$ cat config.mk
export PLATFORM = sky130hd
export DESIGN_NAME = pwdt_top
export DESIGN_NICKNAME = d
export VERILOG_FILES = /design/src/rtl/pwdt_pkg.sv /design/src/rtl/pwdt_top.sv
export SDC_FILE = /design/constraint.sdc
export NUM_CORES = 1
export LEC_CHECK = 0
export BUFFER_PORTS_ARGS = -buffer_cell sky130_fd_sc_hd__buf_4
export CAP_MARGIN = 5
export CORE_MARGIN = 1.5
export CORE_UTILIZATION = 48
export DETAILED_ROUTE_END_ITERATION = 8
export PLACE_DENSITY = 0.8
export SLEW_MARGIN = 10
export SYNTH_ARGS = -nofsm -noshare
export SYNTH_HDL_FRONTEND = slang
export SYNTH_SLANG_ARGS = --single-unit
export TNS_END_PERCENT = 10
$ cat constraint.sdc
create_clock -name aclk -period 2.5 [get_ports aclk]
set_input_delay 0.5 -clock aclk [delete_from_list [all_inputs] [get_ports aclk]]
set_output_delay 0.5 -clock aclk [all_outputs]
set_load 0.01 [all_outputs]
$ cat src/rtl/pwdt_pkg.sv
// Package for the prescaled watchdog timer: register map, fields, timing.
// Assumes a 32-bit AXI4-Lite bus and one 20 MHz clock.
package pwdt_pkg;
   localparam int ADDR_W = 4;
   localparam logic [3:0] OFF_FEED = 4'h0;
   localparam logic [3:0] OFF_PRESCALE = 4'h4;
   localparam logic [3:0] OFF_STATUS = 4'h8;
   localparam logic [3:0] OFF_MASK = 4'hc;
   localparam logic [7:0] FEED_FIRST = 8'h1e;
   localparam logic [7:0] FEED_SECOND = 8'he1;
   localparam logic [2:0] PRESCALE_RST = 3'h0;
   localparam int PRESCALE_W = 3;
   localparam int COUNT_W = 14;
   localparam logic [13:0] COUNT_TOP = 14'h3fff;
   localparam int CLKS_PER_MC = 6;
   localparam int RST_PULSE_CLKS = 98;
   localparam int STAT_TIMEOUT = 0;
   localparam int STAT_ILLEGAL = 1;
   localparam int STAT_ARMED = 2;
   localparam int STAT_W = 3;
   localparam logic [1:0] RESP_OKAY = 2'h0;
   localparam logic [1:0] RESP_SLVERR = 2'h2;
   typedef enum logic [1:0] {PWDT_IDLE, PWDT_HALF, PWDT_ARMED, PWDT_REFEED} pwdt_state_t;
   typedef struct packed {
      logic timeout;
      logic illegal;
   } pwdt_evt_t;
endpackage

$ cat src/rtl/pwdt_top.sv
// Watchdog timer with prescaler and feed-pattern arming, AXI4-Lite registers.
// Assumes a synchronous system reset; sys_reset must not loop back into aresetn.
//
// Decided for this implementation: the AXI4-Lite slave port and the register offsets.
`timescale 1ns/1ps
`default_nettype none
module pwdt_top #(
   parameter int PULSE_CLKS = pwdt_pkg::RST_PULSE_CLKS,
   parameter int MC_CLKS = pwdt_pkg::CLKS_PER_MC
) (
   input wire logic aclk, // Clock, 20 MHz
   input wire logic aresetn, // Synchronous reset, low
   input wire logic [pwdt_pkg::ADDR_W-1:0] s_axi_awaddr, // Write address
   input wire logic s_axi_awvalid, // Write address valid
   output logic s_axi_awready, // Write address ready
   input wire logic [31:0] s_axi_wdata, // Write data
   input wire logic [3:0] s_axi_wstrb, // Write strobes
   input wire logic s_axi_wvalid, // Write data valid
   output logic s_axi_wready, // Write data ready
   output logic [1:0] s_axi_bresp, // Write response
   output logic s_axi_bvalid, // Write response valid
   input wire logic s_axi_bready, // Write response ready
   input wire logic [pwdt_pkg::ADDR_W-1:0] s_axi_araddr, // Read address
   input wire logic s_axi_arvalid, // Read address valid
   output logic s_axi_arready, // Read address ready
   output logic [31:0] s_axi_rdata, // Read data
   output logic [1:0] s_axi_rresp, // Read response
   output logic s_axi_rvalid, // Read data valid
   input wire logic s_axi_rready, // Read data ready
   output logic sys_reset, // System reset request, high
   output logic ext_reset_pin, // External reset pulse, high
   output logic irq // Level interrupt
);
   logic aw_q, aw_d, w_q, w_d, bv_q, bv_d, rv_q, rv_d;
   logic [pwdt_pkg::ADDR_W-1:0] awa_q, awa_d;
   logic [31:0] wd_q, wd_d, rd_q, rd_d;
   logic [1:0] br_q, br_d, rr_q, rr_d;
   pwdt_pkg::pwdt_state_t st_q, st_d;
   logic [pwdt_pkg::PRESCALE_W-1:0] pre_pend_q, pre_pend_d, pre_act_q, pre_act_d;
   logic [13:0] cnt_q, cnt_d;
   logic [10:0] pdiv_q, pdiv_d;
   logic [2:0] mdiv_q, mdiv_d;
   logic [7:0] pulse_q, pulse_d;
   logic srst_q, srst_d, pin_q, pin_d, irq_q, irq_d;
   logic [pwdt_pkg::STAT_W-1:0] stat_q, stat_d, mask_q, mask_d;
   logic do_write, do_read, mc_tick, pre_tick, fire;
   logic wst_q, wst_d, armed, restart;
   logic [10:0] pre_lim;
   pwdt_pkg::pwdt_evt_t evt;
   logic [7:0] wbyte;

   // Prescale factor minus one, per select code
   function automatic logic [10:0] pre_limit(input logic [2:0] sel);
      unique case (sel)
         3'h0: pre_limit = 11'h000;
         3'h1: pre_limit = 11'h003;
         3'h2: pre_limit = 11'h00f;
         3'h3: pre_limit = 11'h03f;
         3'h4: pre_limit = 11'h07f;
         3'h5: pre_limit = 11'h0ff;
         3'h6: pre_limit = 11'h1ff;
         3'h7: pre_limit = 11'h3ff;
      endcase
   endfunction

   assign do_write = aw_q && w_q && !bv_q;
   assign do_read = s_axi_arvalid && s_axi_arready;
   assign wbyte = wd_q[7:0];
   assign pre_lim = pre_limit(pre_act_q);
   assign armed = st_q == pwdt_pkg::PWDT_ARMED || st_q == pwdt_pkg::PWDT_REFEED;
   assign mc_tick = armed && (mdiv_q == 3'(MC_CLKS - 1));
   assign pre_tick = mc_tick && (pdiv_q == pre_lim);

   // Bus channels: address and data taken in either order, response after both
   always_comb begin
      aw_d = aw_q;
      awa_d = awa_q;
      w_d = w_q;
      wd_d = wd_q;
      wst_d = wst_q;
      bv_d = bv_q;
      br_d = br_q;
      rv_d = rv_q;
      rd_d = rd_q;
      rr_d = rr_q;
      if (s_axi_awvalid && s_axi_awready) begin
         aw_d = 1'b1;
         awa_d = s_axi_awaddr;
      end
      if (s_axi_wvalid && s_axi_wready) begin
         w_d = 1'b1;
         wd_d = s_axi_wdata;
         wst_d = s_axi_wstrb[0];
      end
      if (do_write) begin
         aw_d = 1'b0;
         w_d = 1'b0;
         bv_d = 1'b1;
         br_d = (awa_q == pwdt_pkg::OFF_FEED || awa_q == pwdt_pkg::OFF_PRESCALE ||
                 awa_q == pwdt_pkg::OFF_MASK || awa_q == pwdt_pkg::OFF_STATUS) ?
                pwdt_pkg::RESP_OKAY : pwdt_pkg::RESP_SLVERR;
      end else if (bv_q && s_axi_bready) begin
         bv_d = 1'b0;
      end
      if (do_read) begin
         rv_d = 1'b1;
         rr_d = pwdt_pkg::RESP_OKAY;
         rd_d = 32'h0;
         unique case (s_axi_araddr)
            pwdt_pkg::OFF_FEED: rd_d = 32'h0;
            pwdt_pkg::OFF_PRESCALE: rd_d = {29'h0, pre_act_q};
            pwdt_pkg::OFF_STATUS: rd_d = {29'h0, stat_q};
            pwdt_pkg::OFF_MASK: rd_d = {29'h0, mask_q};
            default: rr_d = pwdt_pkg::RESP_SLVERR;
         endcase
      end else if (rv_q && s_axi_rready) begin
         rv_d = 1'b0;
      end
   end

   always_ff @(posedge aclk) begin
      if (!aresetn) begin
         aw_q <= 1'b0;
         awa_q <= '0;
         w_q <= 1'b0;
         wd_q <= 32'h0;
         wst_q <= 1'b0;
         bv_q <= 1'b0;
         br_q <= 2'h0;
         rv_q <= 1'b0;
         rd_q <= 32'h0;
         rr_q <= 2'h0;
      end else begin
         aw_q <= aw_d;
         awa_q <= awa_d;
         w_q <= w_d;
         wd_q <= wd_d;
         wst_q <= wst_d;
         bv_q <= bv_d;
         br_q <= br_d;
         rv_q <= rv_d;
         rd_q <= rd_d;
         rr_q <= rr_d;
      end
   end

   assign s_axi_awready = !aw_q && !bv_q;
   assign s_axi_wready = !w_q && !bv_q;
   assign s_axi_arready = !rv_q;
   assign s_axi_bvalid = bv_q;
   assign s_axi_bresp = br_q;
   assign s_axi_rvalid = rv_q;
   assign s_axi_rdata = rd_q;
   assign s_axi_rresp = rr_q;

   // Watchdog core: feed decoder, prescaler, counter, reset pulse
   always_comb begin
      st_d = st_q;
      pre_pend_d = pre_pend_q;
      pre_act_d = pre_act_q;
      cnt_d = cnt_q;
      pdiv_d = pdiv_q;
      mdiv_d = mdiv_q;
      evt = '0;
      restart = 1'b0;
      if (do_write && awa_q == pwdt_pkg::OFF_PRESCALE && wst_q)
         pre_pend_d = wd_q[pwdt_pkg::PRESCALE_W-1:0];
      if (do_write && awa_q == pwdt_pkg::OFF_FEED && wst_q) begin
         if (wbyte == pwdt_pkg::FEED_FIRST) begin
            if (st_q == pwdt_pkg::PWDT_IDLE)
               st_d = pwdt_pkg::PWDT_HALF;
            else if (st_q == pwdt_pkg::PWDT_ARMED)
               st_d = pwdt_pkg::PWDT_REFEED;
         end else if (wbyte == pwdt_pkg::FEED_SECOND) begin
            // A lone second half is harmless; only a completed pair restarts
            if (st_q == pwdt_pkg::PWDT_HALF || st_q == pwdt_pkg::PWDT_REFEED) begin
               st_d = pwdt_pkg::PWDT_ARMED;
               restart = 1'b1;
            end
         end else if (st_q != pwdt_pkg::PWDT_IDLE) begin
            evt.illegal = 1'b1;
         end
         // Any other write while idle changes nothing
      end
      if (restart) begin
         pre_act_d = pre_pend_q;
         cnt_d = pwdt_pkg::COUNT_TOP;
         pdiv_d = 11'h0;
         mdiv_d = 3'h0;
      end else if (armed) begin
         // A half-done feed keeps counting, so a stalled feed still times out
         mdiv_d = mc_tick ? 3'h0 : mdiv_q + 3'h1;
         if (mc_tick)
            pdiv_d = pre_tick ? 11'h0 : pdiv_q + 11'h1;
         if (pre_tick) begin
            if (cnt_q == 14'h0)
               evt.timeout = 1'b1;
            else
               cnt_d = cnt_q - 14'h1;
         end
      end
      // Own reset disarms like any reset; status keeps the cause for software
      if (evt.timeout || evt.illegal) begin
         st_d = pwdt_pkg::PWDT_IDLE;
         pre_pend_d = pwdt_pkg::PRESCALE_RST;
         pre_act_d = pwdt_pkg::PRESCALE_RST;
         cnt_d = pwdt_pkg::COUNT_TOP;
         pdiv_d = 11'h0;
         mdiv_d = 3'h0;
      end
   end

   assign fire = evt.timeout || evt.illegal;

   always_comb begin
      pulse_d = pulse_q;
      srst_d = srst_q;
      pin_d = pin_q;
      if (fire && pulse_q == 8'h0) begin
         pulse_d = 8'(PULSE_CLKS);
         srst_d = 1'b1;
         pin_d = 1'b1;
      end else if (pulse_q != 8'h0) begin
         pulse_d = pulse_q - 8'h1;
         if (pulse_q == 8'h1) begin
            pin_d = 1'b0;
            srst_d = 1'b0;
         end
      end
      // Status sticks; a read clears it but a same-cycle event survives
      stat_d = stat_q;
      if (do_read && s_axi_araddr == pwdt_pkg::OFF_STATUS)
         stat_d = '0;
      if (evt.timeout)
         stat_d[pwdt_pkg::STAT_TIMEOUT] = 1'b1;
      if (evt.illegal)
         stat_d[pwdt_pkg::STAT_ILLEGAL] = 1'b1;
      if (restart && !armed)
         stat_d[pwdt_pkg::STAT_ARMED] = 1'b1;
      mask_d = mask_q;
      if (do_write && awa_q == pwdt_pkg::OFF_MASK && wst_q)
         mask_d = wd_q[pwdt_pkg::STAT_W-1:0];
      irq_d = |(stat_d & mask_d);
   end

   always_ff @(posedge aclk) begin
      if (!aresetn) begin
         st_q <= pwdt_pkg::PWDT_IDLE;
         pre_pend_q <= pwdt_pkg::PRESCALE_RST;
         pre_act_q <= pwdt_pkg::PRESCALE_RST;
         cnt_q <= pwdt_pkg::COUNT_TOP;
         pdiv_q <= 11'h0;
         mdiv_q <= 3'h0;
         stat_q <= '0;
         mask_q <= '0;
         irq_q <= 1'b0;
      end else begin
         st_q <= st_d;
         pre_pend_q <= pre_pend_d;
         pre_act_q <= pre_act_d;
         cnt_q <= cnt_d;
         pdiv_q <= pdiv_d;
         mdiv_q <= mdiv_d;
         stat_q <= stat_d;
         mask_q <= mask_d;
         irq_q <= irq_d;
      end
   end

   always_ff @(posedge aclk) begin
      // An outside reset cuts a running pulse; the core disarms itself on firing
      if (!aresetn) begin
         pulse_q <= 8'h0;
         srst_q <= 1'b0;
         pin_q <= 1'b0;
      end else begin
         pulse_q <= pulse_d;
         srst_q <= srst_d;
         pin_q <= pin_d;
      end
   end

   assign sys_reset = srst_q;
   assign ext_reset_pin = pin_q;
   assign irq = irq_q;

   a_pulse_width: assert property (@(posedge aclk) disable iff (!aresetn)
      $rose(pin_q) |=> pin_q [*8]) else $error("Reset pulse too short");
   a_pulse_load: assert property (@(posedge aclk) disable iff (!aresetn)
      $rose(pin_q) |-> pulse_q == 8'(PULSE_CLKS) && srst_q) else $error("Bad pulse load");
   a_illegal_fire: assert property (@(posedge aclk) disable iff (!aresetn)
      evt.illegal && pulse_q == 8'h0 |=> pin_q && srst_q) else $error("No reset on bad feed");
   a_idle_quiet: assert property (@(posedge aclk) disable iff (!aresetn)
      st_q == pwdt_pkg::PWDT_IDLE |-> !fire) else $error("Reset while idle");
   a_stay_armed: assert property (@(posedge aclk) disable iff (!aresetn)
      armed && !fire |=> armed) else $error("Disarmed");
   a_self_disarm: assert property (@(posedge aclk) disable iff (!aresetn)
      fire |=> st_q == pwdt_pkg::PWDT_IDLE) else $error("Armed after own reset");
   a_reset_idle: assert property (@(posedge aclk)
      !aresetn |=> st_q == pwdt_pkg::PWDT_IDLE) else $error("Not idle after reset");
   a_arm_reload: assert property (@(posedge aclk) disable iff (!aresetn)
      restart |=> st_q == pwdt_pkg::PWDT_ARMED && cnt_q == pwdt_pkg::COUNT_TOP
      && pre_act_q == $past(pre_pend_q)) else $error("No reload");
   a_idle_hold: assert property (@(posedge aclk) disable iff (!aresetn)
      !armed |=> $stable(pdiv_q)) else $error("Prescaler ran");
   a_count_step: assert property (@(posedge aclk) disable iff (!aresetn)
      pre_tick && cnt_q != 14'h0 && !restart && !evt.illegal
      |=> cnt_q == $past(cnt_q) - 14'h1) else $error("Bad count step");
   c_armed: cover property (@(posedge aclk) st_q == pwdt_pkg::PWDT_ARMED);
   c_refeed: cover property (@(posedge aclk) st_q == pwdt_pkg::PWDT_REFEED);
   c_timeout: cover property (@(posedge aclk) evt.timeout);
   c_illegal: cover property (@(posedge aclk) evt.illegal);
endmodule
`default_nettype wire

# == After elaboration in Yosys (flattened, before gate mapping) ==
# Memory sizes are Yosys's and may differ from the RTL's. A register that Yosys moved wholly into a read port is not among the register bits.
# Cells that the tools add are included.
# word_totals
n_memories,1
regBits,105
mem_bits_ro,80
inputBits,51
# op_classes
bitwise,3
n_addsub,4
n_eq_ne,15
n_mux,38
n_reduce_logical,54
# memory_table
memory,depth,width,read_ports,rd_ports_with_merged_regs,wr,line_no,text
(no name shown),8,10,1,1,0,pwdt_top.sv:54,unique case (sel)
# ops
cell,n
$mux 1,22
$logic_and 1x1->1,20
$eq 4x4->1 const B,4
$mux 3,5
$logic_not 14->1,1
$mux 2,7
$mux 7,2
$reduce_bool 2->1,7
$sub 14x1->14 const B,1
$add 11x1->11 const B,1
$eq 11x11->1,1
$mux 11,1
$pmux 3 s3,1
$eq 4x3->1 const B,2
$eq 8x1->1 const B,1
$eq 8x5->1 const B,1
$eq 8x8->1 const B,1
$logic_not 4->1,2
$logic_not 8->1,1
$reduce_bool 8->1,1
$sub 8x1->8 const B,1
$logic_or 1x1->1,6
$reduce_or 2->1,3
$reduce_or 3->1,2
13 further kinds,20

# == Logic depth before layout (Yosys ltp) ==
# Gate-level depths: netlist of run 1.
# logic_depth
word_depth,11
depth_mapped,10
ltp_nobuf,8

# == Worst setup path before layout of run 1 ==
# OpenSTA, ideal clock, no wires.
# synth_path
path_kind,register to register
start,register cnt_q[2]
end,register pre_lim[5] (netlist name)
n_path_buf,2
synth_period_minus_slack_ns,2.393
stages_incl_launch_ff,9
setup_time_ns,0.131
t_arrival_ns,2.262
path_slack_ns,0.107
cell_sequence,dfxtp_1 or4_4 or4_1 buf_4 nor4b_4 nand2b_2 nand3_2 buf_6 a21oi_1
# synth_between
elab_chain_len,8
# synth_lines
item,line_no,text
from (decl),pwdt_top.sv:40,"logic [13:0] cnt_q, cnt_d;"
from (signal assigned),pwdt_top.sv:251,cnt_q <= pwdt_pkg::COUNT_TOP;
from (signal assigned),pwdt_top.sv:261,cnt_q <= cnt_d;
$logic_not 14->1,pwdt_top.sv:196,if (cnt_q == 14'h0)
$mux 1,pwdt_top.sv:196,
$mux 1,pwdt_top.sv:195,if (pre_tick) begin
$mux 1,pwdt_top.sv:190,end else if (armed) begin
$mux 1,pwdt_top.sv:185,if (restart) begin
$logic_or 1x1->1,pwdt_top.sv:203,if (evt.timeout || evt.illegal) begin
$reduce_or 2->1 (no source line),-,
$mux 3 (no source line),-,
# No other way between the ends.
# A chain may end at the register's enable or synchronous reset.

# == Final worst setup path of run 1 ==
# layout_path
start,register cnt_q[2]
end,register cnt_q[6]
# layout_between
elab_chain_len,7
word_cells_on_any_way,10
cone_classes,1 x add/sub; 4 x mux; 1 x bitwise; 4 x reduce/logical
# layout_lines
item,line_no
$logic_not 14->1,pwdt_top.sv:196
$mux 1,pwdt_top.sv:196
$mux 1,pwdt_top.sv:195
$mux 1,pwdt_top.sv:190
$mux 1,pwdt_top.sv:185
$logic_or 1x1->1,pwdt_top.sv:203
$reduce_or 3->1 (no source line),-
# Several ways; a longest one is shown, not always the timed one.

==> reports/qor.csv, run 1 <==
stage;metric;value;unit
floorplanning;die outline area;8680;um2
floorplanning;placeable core region;7810;um2
outcome;run status;finished, final reports clean;
global_route;first-pass GRT wire length;13200;um
timing;Worst Max-Slew Pin Slew;871;ps
timing;setup repair after global routing missed its margin;true;
floorplanning;chip height;93.2;um
global_route;number of global-route vias before repair;3021;
cells_and_area;net count of the finished layout;564;
synthesis;most used flip-flop cell after synthesis;sky130_fd_sc_hd__dfxtp_1;
global_route;Global Route Usage Sum;18.9;%
worst_setup_path;Critical Path Sink Type;flip-flop;
synthesis;register area share after synthesis;41.6;%
routing;post-detailed-route wirelength per cell;12.8;um
clock_network;TritonCTS buffer count;9;
synthesis;Mapped Cells;453;
clock_network;Clk pin slew, worst setup/hold paths;90;ps
floorplanning;chip width;93.2;um
place;port buffer count;36;
cells_and_area;Syn-to-layout area delta;14.5;%
timing;Clock Skew;10.6;ps
timing;headroom to the max-slew limit;41.8;%
global_route;global route total overflow;0;
routing;# DRC;0;
global_route;antenna violations before repair;0;
synthesis;count of unique library cells instantiated by Yosys;54;
synthesis;cell area after synthesis;3900;um2
floorplanning;Core Rows;32;
synthesis;Async S/R FF share, synth;0;%
cells_and_area;Post-Layout Inst Area;4470;um2
worst_setup_path;endpoint arrival time on the critical path;2720;ps
routing;wire length after detailed routing;7840;um
global_route;maximum number of pins on one net before global-route repair;34;
clock_network;deepest clock path buffer count;2;
synthesis;average size of a mapped cell;8.61;um2
routing;via count;3198;
timing;final hold violation count;0;
clock_network;number of sinks handled by clock tree synthesis;81;
worst_setup_path;Worst EP required;2810;ps
routing;DR vias/cell;5.23;
timing;Setup violations, final;0;
clock_network;cell at the root of the clock tree;sky130_fd_sc_hd__clkbuf_8;
worst_setup_path;critical path class;reg2reg;
power;Total Power;2850;uW
routing;post-route antenna net violation count;0;
timing;worst hold margin;307;ps
timing;pins over their slew limit;0;
floorplanning;effective utilization at floorplan;50.0;%
cells_and_area;layout filler cell count;683;
routing;detailed router's first-iteration violation count;136;
job;max-cap violations;0;
worst_setup_path;maximum fanout encountered on the critical timing path;14;
place;HPWL after detailed placement;5770;um
clock_network;clock latency on the worst-skew pair;360;ps
routing;first-pass iteration count of the detailed router;4;
clock_network;TritonCTS clock tree;yes;
cells_and_area;ANT cells;0;
clock_network;H-tree levels;3;
timing;Fmax achieved;414;MHz
timing;Final period util;96.6;%
clock_network;hold-fix buffer count after cts;0;
cells_and_area;multi-input logic area;2060;um2
synthesis;number of synthesized flops with an enable pin;0;
synthesis;flops & latches, synth;81;
power;worst vdd ir;0.659;mV
floorplanning;top-level port count;95;
timing;fin crit period;2420;ps
power;standby leakage power;0.00179;uW
worst_setup_path;Critical Path Start Type;flip-flop;
cells_and_area;area taken by flip-flops and latches;1620;um2
power;pwr/cell area;638;nW/um2
clock_network;Post-CTS Setup Inserts;0;
synthesis;total number of yosys warnings;0;
place;post-detailed-placement cell area;4250;um2
cells_and_area;layout cell share with drive strength beyond 1;16.7;%
worst_hold_path;Hold/Removal Path Class;in2reg;
place;RePlAce Congestion;0.813;
critical path: stages (launching register included):
cell and delay [ps]:
sky130_fd_sc_hd__dfxtp_1 310, sky130_fd_sc_hd__or4_4 530, sky130_fd_sc_hd__or4_1 620, sky130_fd_sc_hd__nor4b_4 390, sky130_fd_sc_hd__a211oi_2 210, sky130_fd_sc_hd__buf_4 230
sky130_fd_sc_hd__nand3_1 60
sequential cells by signal, summed over array words and instances, names as in the netlist, 2 cells and up:
| signal | cells |
|---|---|
| stat_q | 3 |
| s_axi_rdata | 3 |
| awa_q | 4 |
| pre_lim | 7 |
| pre_act_q | 3 |
| st_q | 2 |
| mdiv_q | 3 |
| wd_q | 8 |
| cnt_q | 14 |
| pulse_q | 8 |
| pre_pend_q | 3 |
| pdiv_q | 11 |
| mask_q | 3 |
power breakdown:
| group | internal [uW] | switching [uW] | total, uW |
|---|---|---|---|
| Clock | 467 | 512 | 979 |
| Combinational | 184 | 264 | 448 |
| Sequential | 1360 | 65.7 | 1430 |
kinds of logic after synthesis:
group / synth area share (%)
DFF: 41.6
muxes: 4.20
xor gates and xnor gates: 4.94
AOI/OAI and AO/OA: 10.6
other: 0.0961
and+or+nand+nor: 27.2
buffers and inverters: 8.85
adders and majority gates: 2.57
placed cells by master, fill, tap and decap left out, types with 2 or more instances in the layout:
cell / netlist / final
sky130_fd_sc_hd__a211oi_1: 6 / 6
sky130_fd_sc_hd__a21boi_0: 4 / 4
sky130_fd_sc_hd__a21oi_1: 23 / 23
sky130_fd_sc_hd__a22oi_1: 3 / 3
sky130_fd_sc_hd__a31oi_1: 2 / 2
sky130_fd_sc_hd__and2_1: 5 / 5
sky130_fd_sc_hd__and3_1: 9 / 9
sky130_fd_sc_hd__buf_4: 33 / 54
sky130_fd_sc_hd__clkbuf_8: 0 / 9
sky130_fd_sc_hd__clkinv_4: 0 / 2
sky130_fd_sc_hd__clkinvlp_4: 0 / 3
sky130_fd_sc_hd__conb_1: 1 / 31
sky130_fd_sc_hd__dfxtp_1: 81 / 81
sky130_fd_sc_hd__ha_1: 8 / 8
sky130_fd_sc_hd__inv_1: 12 / 12
sky130_fd_sc_hd__mux2_2: 3 / 3
sky130_fd_sc_hd__mux2i_1: 13 / 13
sky130_fd_sc_hd__nand2_1: 49 / 49
sky130_fd_sc_hd__nand2b_1: 5 / 5
sky130_fd_sc_hd__nand3_1: 15 / 14
sky130_fd_sc_hd__nand3b_1: 3 / 3
sky130_fd_sc_hd__nand4_1: 9 / 9
sky130_fd_sc_hd__nand4b_1: 2 / 2
sky130_fd_sc_hd__nor2_1: 51 / 51
sky130_fd_sc_hd__nor2b_1: 3 / 3
sky130_fd_sc_hd__nor3_1: 18 / 18
sky130_fd_sc_hd__nor4_1: 7 / 7
sky130_fd_sc_hd__nor4b_1: 2 / 2
sky130_fd_sc_hd__o211ai_1: 2 / 2
sky130_fd_sc_hd__o21ai_0: 11 / 11
sky130_fd_sc_hd__o31ai_1: 5 / 5
sky130_fd_sc_hd__or2_2: 2 / 2
sky130_fd_sc_hd__or3_1: 7 / 7
sky130_fd_sc_hd__or4_1: 9 / 9
sky130_fd_sc_hd__xnor2_1: 6 / 6
sky130_fd_sc_hd__xor2_1: 16 / 16
path summary, 6_finish.rpt:
path                      from           end  slack [ps]  cells after the start
setup / recovery      cnt_q[2]      cnt_q[6]          80                      6
setup reg to reg      cnt_q[2]      cnt_q[6]          80                      6
hold reg to reg        wd_q[4]       wd_q[4]         470                      2
hold / removal    s_axi_rready  s_axi_rvalid         310                      2
area by class of cell:
class | count | share of cell area [%]
multi-input cells | 346 | 46.1
flip-flops and latches | 81 | 36.3
repair buffers | 54 | 9.07
well taps | 102 | 2.86
clock buffers | 9 | 2.77
clock inverters | 7 | 1.76
inverters | 13 | 1.09
Yosys cell counts (all sizes together) (2+ instances only):
library cell | n | area share (%)
nand4 | 9 | 1.4
nand4b | 2 | 0.45
a31oi | 2 | 0.32
and3 | 9 | 1.4
o31ai | 5 | 0.96
a21boi | 4 | 0.77
nor2b | 3 | 0.48
a22oi | 3 | 0.58
and2 | 5 | 0.80
xor2 | 16 | 3.6
buf | 37 | 7.0
inv | 12 | 1.2
a211oi | 7 | 1.5
nand3b | 3 | 0.58
nand3 | 16 | 2.2
or2 | 2 | 0.32
nand2b | 6 | 1.0
nor4 | 7 | 1.1
xnor2 | 6 | 1.3
nor4b | 3 | 1.1
o211ai | 2 | 0.38
or3 | 7 | 1.1
or4 | 10 | 2.0
a21oi | 23 | 3.0
dfxtp | 81 | 42
nand2 | 49 | 4.7
ha | 8 | 2.6
mux2 | 3 | 0.87
clkbuf | 6 | 0.58
nor2 | 51 | 4.9
mux2i | 13 | 3.3
nor3 | 19 | 2.7
o21ai | 11 | 1.4
through the flow:
step | util, % | setup TNS (ps) | cells | setup WS, ps
after floorplan | - | 0 | 483 | 107
after global placement | 54.4 | 0 | 596 | 89.5
after detailed placement | 54.4 | 0 | 596 | 64.8
after CTS | 57.0 | 0 | 612 | 43.9
after global routing | 57.2 | -343 | 612 | -104
final | 57.2 | 0 | 612 | 84.9
routing by layer:
metal	GRT usage, %	vias up	routed length [um]
li1	-	1629	-
met1	23.0	1501	3500
met2	32.6	54	3970
met3	3.66	14	223
met4	7.70	0	143
met5	0	-	0
timing repair:
action                                  CTS  global route
gates resized for setup                   0             4
endpoints found under the setup margin    0            21
endpoints found under the hold margin     0             0
(Power assumes the default switching activity.)
==> run 2: changes to the inputs <==
--- a/config.mk
+++ b/config.mk
@@ -9,6 +9,7 @@
 export CAP_MARGIN = 5
 export CORE_MARGIN = 1.5
 export CORE_UTILIZATION = 48
+export CTS_CLUSTER_SIZE = 20
 export DETAILED_ROUTE_END_ITERATION = 8
 export PLACE_DENSITY = 0.8
 export SLEW_MARGIN = 10
==> constraint.sdc (replaced) <==
create_clock -name aclk -period 2.5 [get_ports aclk]
set_input_delay 0.25 -clock aclk [delete_from_list [all_inputs] [get_ports aclk]]
set_output_delay 0.25 -clock aclk [all_outputs]
set_load 0.01 [all_outputs]
==> reports/qor.csv, run 2 (synthesis gave the netlist of run 1 again) <==
stage;metric;value;unit;change
timing;Final period util;97.6;%;+1.0 points
cells_and_area;layout filler cell count;707;;+3.5%
timing;headroom to the max-slew limit;44.3;%;+2.4 points
global_route;global route total overflow;0;;unchanged
worst_setup_path;largest stage delay on the critical path;610;ps;about the same
routing;first-pass iteration count of the detailed router;4;;unchanged
place;HPWL after detailed placement;5660;um;-1.9%
clock_network;hold-fix buffer count after cts;0;;unchanged
power;pwr/cell area;634;nW/um2;-0.65%
floorplanning;die outline area;8680;um2;unchanged
worst_setup_path;number of buffers and inverters on the critical path;0;;-1
global_route;first-pass GRT wire length;13100;um;-0.99%
floorplanning;chip height;93.2;um;unchanged
routing;detailed router's first-iteration violation count;84;;-38%
timing;worst hold margin;62.9;ps;-245 ps
cells_and_area;ANT cells;0;;unchanged
timing;pins over their slew limit;0;;unchanged
worst_setup_path;endpoint arrival time on the critical path;2700;ps;-20 ps
place;RePlAce Congestion;0.807;;-0.74%
clock_network;H-tree levels;3;;unchanged
floorplanning;top-level port count;95;;unchanged
worst_setup_path;CP Cell Sequence;or4_4 > or4_1 > nor4b_4 > a211oi_2 > nand2_1 > nor2_1;;
power;worst vdd ir;0.647;mV;-1.9%
cells_and_area;register name with the most flops;cnt_q;;
worst_setup_path;gate family responsible for the most delay along the worst path;simple AND/OR/NAND/NOR gates;;
worst_setup_path;Worst EP required;2750;ps;-60 ps
floorplanning;effective utilization at floorplan;50.0;%;unchanged
timing;final hold violation count;0;;unchanged
clock_network;clock latency on the worst-skew pair;360;ps;about the same
timing;Clock Skew;13.8;ps;+3.22 ps
routing;wire length after detailed routing;7740;um;-1.2%
routing;post-route antenna net violation count;0;;unchanged
clock_network;deepest clock path buffer count;2;;unchanged
floorplanning;Core Rows;32;;unchanged
worst_setup_path;maximum fanout encountered on the critical timing path;13;;-1
cells_and_area;most frequent cells in the layout;sky130_fd_sc_hd__dfxtp_1, sky130_fd_sc_hd__buf_4, sky130_fd_sc_hd__nor2_1;;
cells_and_area;max FFs per register;14;;unchanged
cells_and_area;net count of the finished layout;566;;+0.35%
timing;setup repair after global routing missed its margin;true;;
global_route;Global Route Usage Sum;18.9;%;about the same
routing;# DRC;0;;unchanged
clock_network;cell at the root of the clock tree;sky130_fd_sc_hd__clkbuf_8;;
timing;fin crit period;2440;ps;+25.8 ps
cells_and_area;biggest regs;cnt_q x14, pdiv_q x11;;
place;port buffer count;36;;unchanged
worst_setup_path;Critical Path Start Type;flip-flop;;
outcome;run status;finished, final reports clean;;
global_route;maximum number of pins on one net before global-route repair;34;;unchanged
worst_hold_path;Hold/Removal Path Class;in2reg;;
timing;Worst Max-Slew Pin Slew;834;ps;-36.6 ps
worst_setup_path;critical path class;reg2reg;;
routing;post-detailed-route wirelength per cell;12.6;um;-1.5%
timing;Fmax achieved;410;MHz;-1.1%
job;max-cap violations;0;;unchanged
clock_network;TritonCTS buffer count;9;;unchanged
worst_setup_path;crit path max-delay cell type;sky130_fd_sc_hd__or4_1;;
floorplanning;placeable core region;7810;um2;unchanged
routing;via count;3162;;-1.1%
worst_setup_path;Critical Path Sink Type;flip-flop;;
routing;DR vias/cell;5.15;;-1.4%
power;Total Power;2870;uW;+0.71%
global_route;number of global-route vias before repair;2943;;-2.6%
timing;Setup violations, final;0;;unchanged
clock_network;TritonCTS clock tree;yes;;
cells_and_area;most common library cell in the layout ignoring fill and taps;sky130_fd_sc_hd__dfxtp_1;;
cells_and_area;layout cell share with drive strength beyond 1;18.4;%;+1.7 points
cells_and_area;Syn-to-layout area delta;16.1;%;
global_route;antenna violations before repair;0;;unchanged
clock_network;number of sinks handled by clock tree synthesis;81;;unchanged
clock_network;Clk pin slew, worst setup/hold paths;80;ps;about the same
floorplanning;chip width;93.2;um;unchanged
power;standby leakage power;0.00182;uW;+1.4%
==> run 2: cell type report <==
type                    count  area (um2)  area share (%)
repair buffers             56         420            9.28
flip-flops and latches     81        1620            35.9
multi-input cells         346        2090            46.2
clock buffers              11         151            3.34
clock inverters             5        62.6            1.38
well taps                 102         128            2.82
inverters                  13        48.8            1.08
==> run 2: path summary, 6_finish.rpt <==
check                      start  depth (start not counted)  slack (ps)             end
hold reg to reg   s_axi_rresp[1]                          2         470  s_axi_rresp[1]
setup / recovery        cnt_q[3]                          6          60       mdiv_q[0]
setup reg to reg        cnt_q[3]                          6          60       mdiv_q[0]
hold / removal      s_axi_rready                          2          60    s_axi_rvalid
==> run 2: layer usage <==
| metal | share of wire (%) | global-route usage, % | wire length (um) | vias to the layer above |
|---|---|---|---|---|
| met5 | 0 | 0 | 0 | - |
| met4 | 2.2 | 8.21 | 167 | 0 |
| met3 | 3.5 | 5.04 | 272 | 16 |
| met2 | 50 | 31.6 | 3880 | 53 |
| met1 | 44 | 22.9 | 3420 | 1461 |
| li1 | - | - | - | 1632 |
==> run 2: stage by stage <==
step,setup WS [ps],setup TNS (ps),area [um2],utilization [%],std cells
floorplan,107,0,4010,-,483
global placement,96.6,0,4240,54.3,595
detailed placement,20.4,0,4240,54.3,595
CTS,-0.705,-0.705,4460,57.1,611
global route,-52.6,-65.5,4530,58.0,614
finish,59.1,0,4530,58.0,614
==> run 2: worst register-to-register path, stage by stage (launching register included) <==
cell	delay (ps)
sky130_fd_sc_hd__dfxtp_1	360
sky130_fd_sc_hd__or4_4	530
sky130_fd_sc_hd__or4_1	610
sky130_fd_sc_hd__nor4b_4	390
sky130_fd_sc_hd__a211oi_2	210
sky130_fd_sc_hd__nand2_1	180
sky130_fd_sc_hd__nor2_1	70
==> run 2: repair_timing <==
action,CTS,global route
resized for setup,1,11
cloned,0,0
endpoints found under the setup margin,3,19
pin swaps,0,3
setup buffers,0,3
==> run 2: where the power goes <==
group	switching (uW)	internal [uW]	total [uW]
logic	262	184	446
clock network	479	520	999
registers	67.5	1360	1430
==> run 3: changes to the inputs <==
--- a/config.mk
+++ b/config.mk
@@ -12,6 +12,7 @@
 export CTS_CLUSTER_SIZE = 20
 export DETAILED_ROUTE_END_ITERATION = 8
 export PLACE_DENSITY = 0.8
+export RECOVER_POWER = 25
 export SLEW_MARGIN = 10
 export SYNTH_ARGS = -nofsm -noshare
 export SYNTH_HDL_FRONTEND = slang
==> reports/qor.csv, run 3 (synthesis gave the netlist of run 1 again) <==
stage;metric;value;unit;change
outcome;run status;finished, final reports clean;;
floorplanning;chip width;93.2;um;unchanged
worst_setup_path;startpoint of the worst register-to-register path;cnt_q[3];;
worst_setup_path;R2R Path End;mdiv_q[0];;
worst_setup_path;count of cells along the worst register-to-register path;6;;unchanged
worst_setup_path;Reg2Reg Setup Slack;60;ps;about the same
cells_and_area;max FFs per register;14;;unchanged
timing;final hold violation count;0;;unchanged
global_route;global route total overflow;0;;unchanged
clock_network;number of sinks handled by clock tree synthesis;81;;unchanged
power;pwr/cell area;639;nW/um2;+0.79%
cells_and_area;net count of the finished layout;566;;unchanged
place;pre-CTS setup slack;20.4;ps;unchanged
worst_setup_path;largest stage delay on the critical path;600;ps;about the same
routing;detailed router's first-iteration violation count;85;;+1.2%
place;HPWL after detailed placement;5660;um;unchanged
clock_network;clock latency on the worst-skew pair;360;ps;about the same
routing;first-pass iteration count of the detailed router;4;;unchanged
cells_and_area;register name with the most flops;cnt_q;;
power;Total Power;2870;uW;-0.21%
timing;Clock Skew;13.8;ps;-0.0228 ps
place;port buffer count;36;;unchanged
global_route;antenna violations before repair;0;;unchanged
clock_network;Clk pin slew, worst setup/hold paths;80;ps;about the same
timing;fin crit period;2440;ps;-0.278 ps
worst_setup_path;CP Cell Sequence;or4_4 > or4_1 > nor4b_4 > a211oi_2 > nand2_1 > nor2_1;;
global_route;maximum number of pins on one net before global-route repair;34;;unchanged
routing;# DRC;0;;unchanged
power;standby leakage power;0.00177;uW;-2.7%
worst_setup_path;critical path class;reg2reg;;
clock_network;hold-fix buffer count after cts;0;;unchanged
global_route;number of global-route vias before repair;2943;;unchanged
worst_setup_path;crit path max-delay cell type;sky130_fd_sc_hd__or4_1;;
cells_and_area;Syn-to-layout area delta;14.9;%;
cells_and_area;biggest regs;cnt_q x14, pdiv_q x11;;
routing;post-detailed-route wirelength per cell;12.6;um;about the same
worst_setup_path;Worst EP required;2750;ps;about the same
floorplanning;top-level port count;95;;unchanged
floorplanning;effective utilization at floorplan;50.0;%;unchanged
clock_network;deepest clock path buffer count;2;;unchanged
floorplanning;Core Rows;32;;unchanged
timing;worst path setup slack after routing;59.4;ps;+0.278 ps
place;RePlAce Congestion;0.807;;unchanged
cells_and_area;Post-Route Utilization;57.4;%;-0.58 points
worst_hold_path;hold wc startpoint;s_axi_rready;;
floorplanning;die outline area;8680;um2;unchanged
routing;DR vias/cell;5.14;;about the same
worst_setup_path;gate family responsible for the most delay along the worst path;simple AND/OR/NAND/NOR gates;;
timing;setup repair after global routing missed its margin;true;;
power;worst vdd ir;0.647;mV;about the same
clock_network;TritonCTS clock tree;yes;;
job;max-cap violations;0;;unchanged
cells_and_area;layout cell share with drive strength beyond 1;16.0;%;-2.3 points
floorplanning;placeable core region;7810;um2;unchanged
worst_hold_path;Worst Hold Path Cells;2;;unchanged
worst_setup_path;Critical Path Sink Type;flip-flop;;
timing;setup TNS;0;ps;unchanged
worst_setup_path;maximum fanout encountered on the critical timing path;13;;unchanged
timing;pins over their slew limit;0;;unchanged
cells_and_area;most common library cell in the layout ignoring fill and taps;sky130_fd_sc_hd__dfxtp_1;;
global_route;first-pass GRT wire length;13100;um;unchanged
worst_setup_path;number of buffers and inverters on the critical path;0;;unchanged
routing;wire length after detailed routing;7740;um;about the same
worst_hold_path;Hold/Removal Path Class;in2reg;;
clock_network;H-tree levels;3;;unchanged
worst_hold_path;hold-critical path endpoint;s_axi_rvalid;;
cells_and_area;most frequent cells in the layout;sky130_fd_sc_hd__dfxtp_1, sky130_fd_sc_hd__nor2_1, sky130_fd_sc_hd__nand2_1;;
worst_setup_path;Critical Path Start Type;flip-flop;;
timing;Setup violations, final;0;;unchanged
worst_setup_path;endpoint arrival time on the critical path;2690;ps;about the same
timing;Final period util;97.6;%;about the same
routing;via count;3159;;-0.095%
routing;post-route antenna net violation count;0;;unchanged
clock_network;TritonCTS buffer count;9;;unchanged
clock_network;cell at the root of the clock tree;sky130_fd_sc_hd__clkbuf_8;;
timing;Worst Max-Slew Pin Slew;834;ps;-0.111 ps
global_route;Global Route Usage Sum;18.9;%;unchanged
timing;Fmax achieved;410;MHz;about the same
timing;headroom to the max-slew limit;44.3;%;about the same
cells_and_area;ANT cells;0;;unchanged
floorplanning;chip height;93.2;um;unchanged
## run 3: cell count changes in the layout (fill, tap and decap cells not counted), sizes merged
cell / previous run / this run
buf: 56 / 44
clkbuf: 11 / 23
## run 3: worst max path at each step
stage / from / endpoint / slack, ps / cells after the start
after floorplan: cnt_q[2] / pre_lim[5] / 110 / 8
after global placement: cnt_q[3] / pre_lim[1] / 100 / 6
after detailed placement: mdiv_q[0] / cnt_q[4] / 20 / 7
after CTS: mdiv_q[0] / pulse_q[5] / -0.7 / 8
after global routing: mdiv_q[1] / cnt_q[11] / -50 / 8
final: cnt_q[3] / mdiv_q[0] / 60 / 6
## run 3: routing by layer
layer  wire [um]  global-route usage (%)
met1        3410                    22.9
met2        3890                    31.6
met3         269                    5.04
met4         167                    8.21
met5           0                       0
## run 3: through the flow
stage | area [um2] | std cells | hold slack (ps)
after floorplan | 4010 | 483 | 350
after global placement | 4240 | 595 | 441
after detailed placement | 4240 | 595 | 446
after CTS | 4460 | 611 | 54.6
after global routing | 4480 | 614 | 75.1
final | 4480 | 614 | 63.1
## run 3: area by class of cell
type | instances | area (um2)
flip-flops and latches | 81 | 1620
inverters | 13 | 48.8
clock buffers | 11 | 151
well taps | 102 | 128
repair buffers | 56 | 375
fillers | 712 | 3320
multi-input cells | 346 | 2090
clock inverters | 5 | 62.6
## run 3: power by group
group,switching (uW),total [uW],internal (uW)
Sequential,67.4,1430,1360
Clock,479,999,520
Combinational,262,440,178
## run 3: timing repair
| action | CTS | global route |
|---|---|---|
| endpoints found under the setup margin | 3 | 19 |
| hold endpoints to repair | 0 | 0 |
| resized for setup | 1 | 11 |
| pin swaps | 0 | 3 |
| buffers inserted | 0 | 3 |
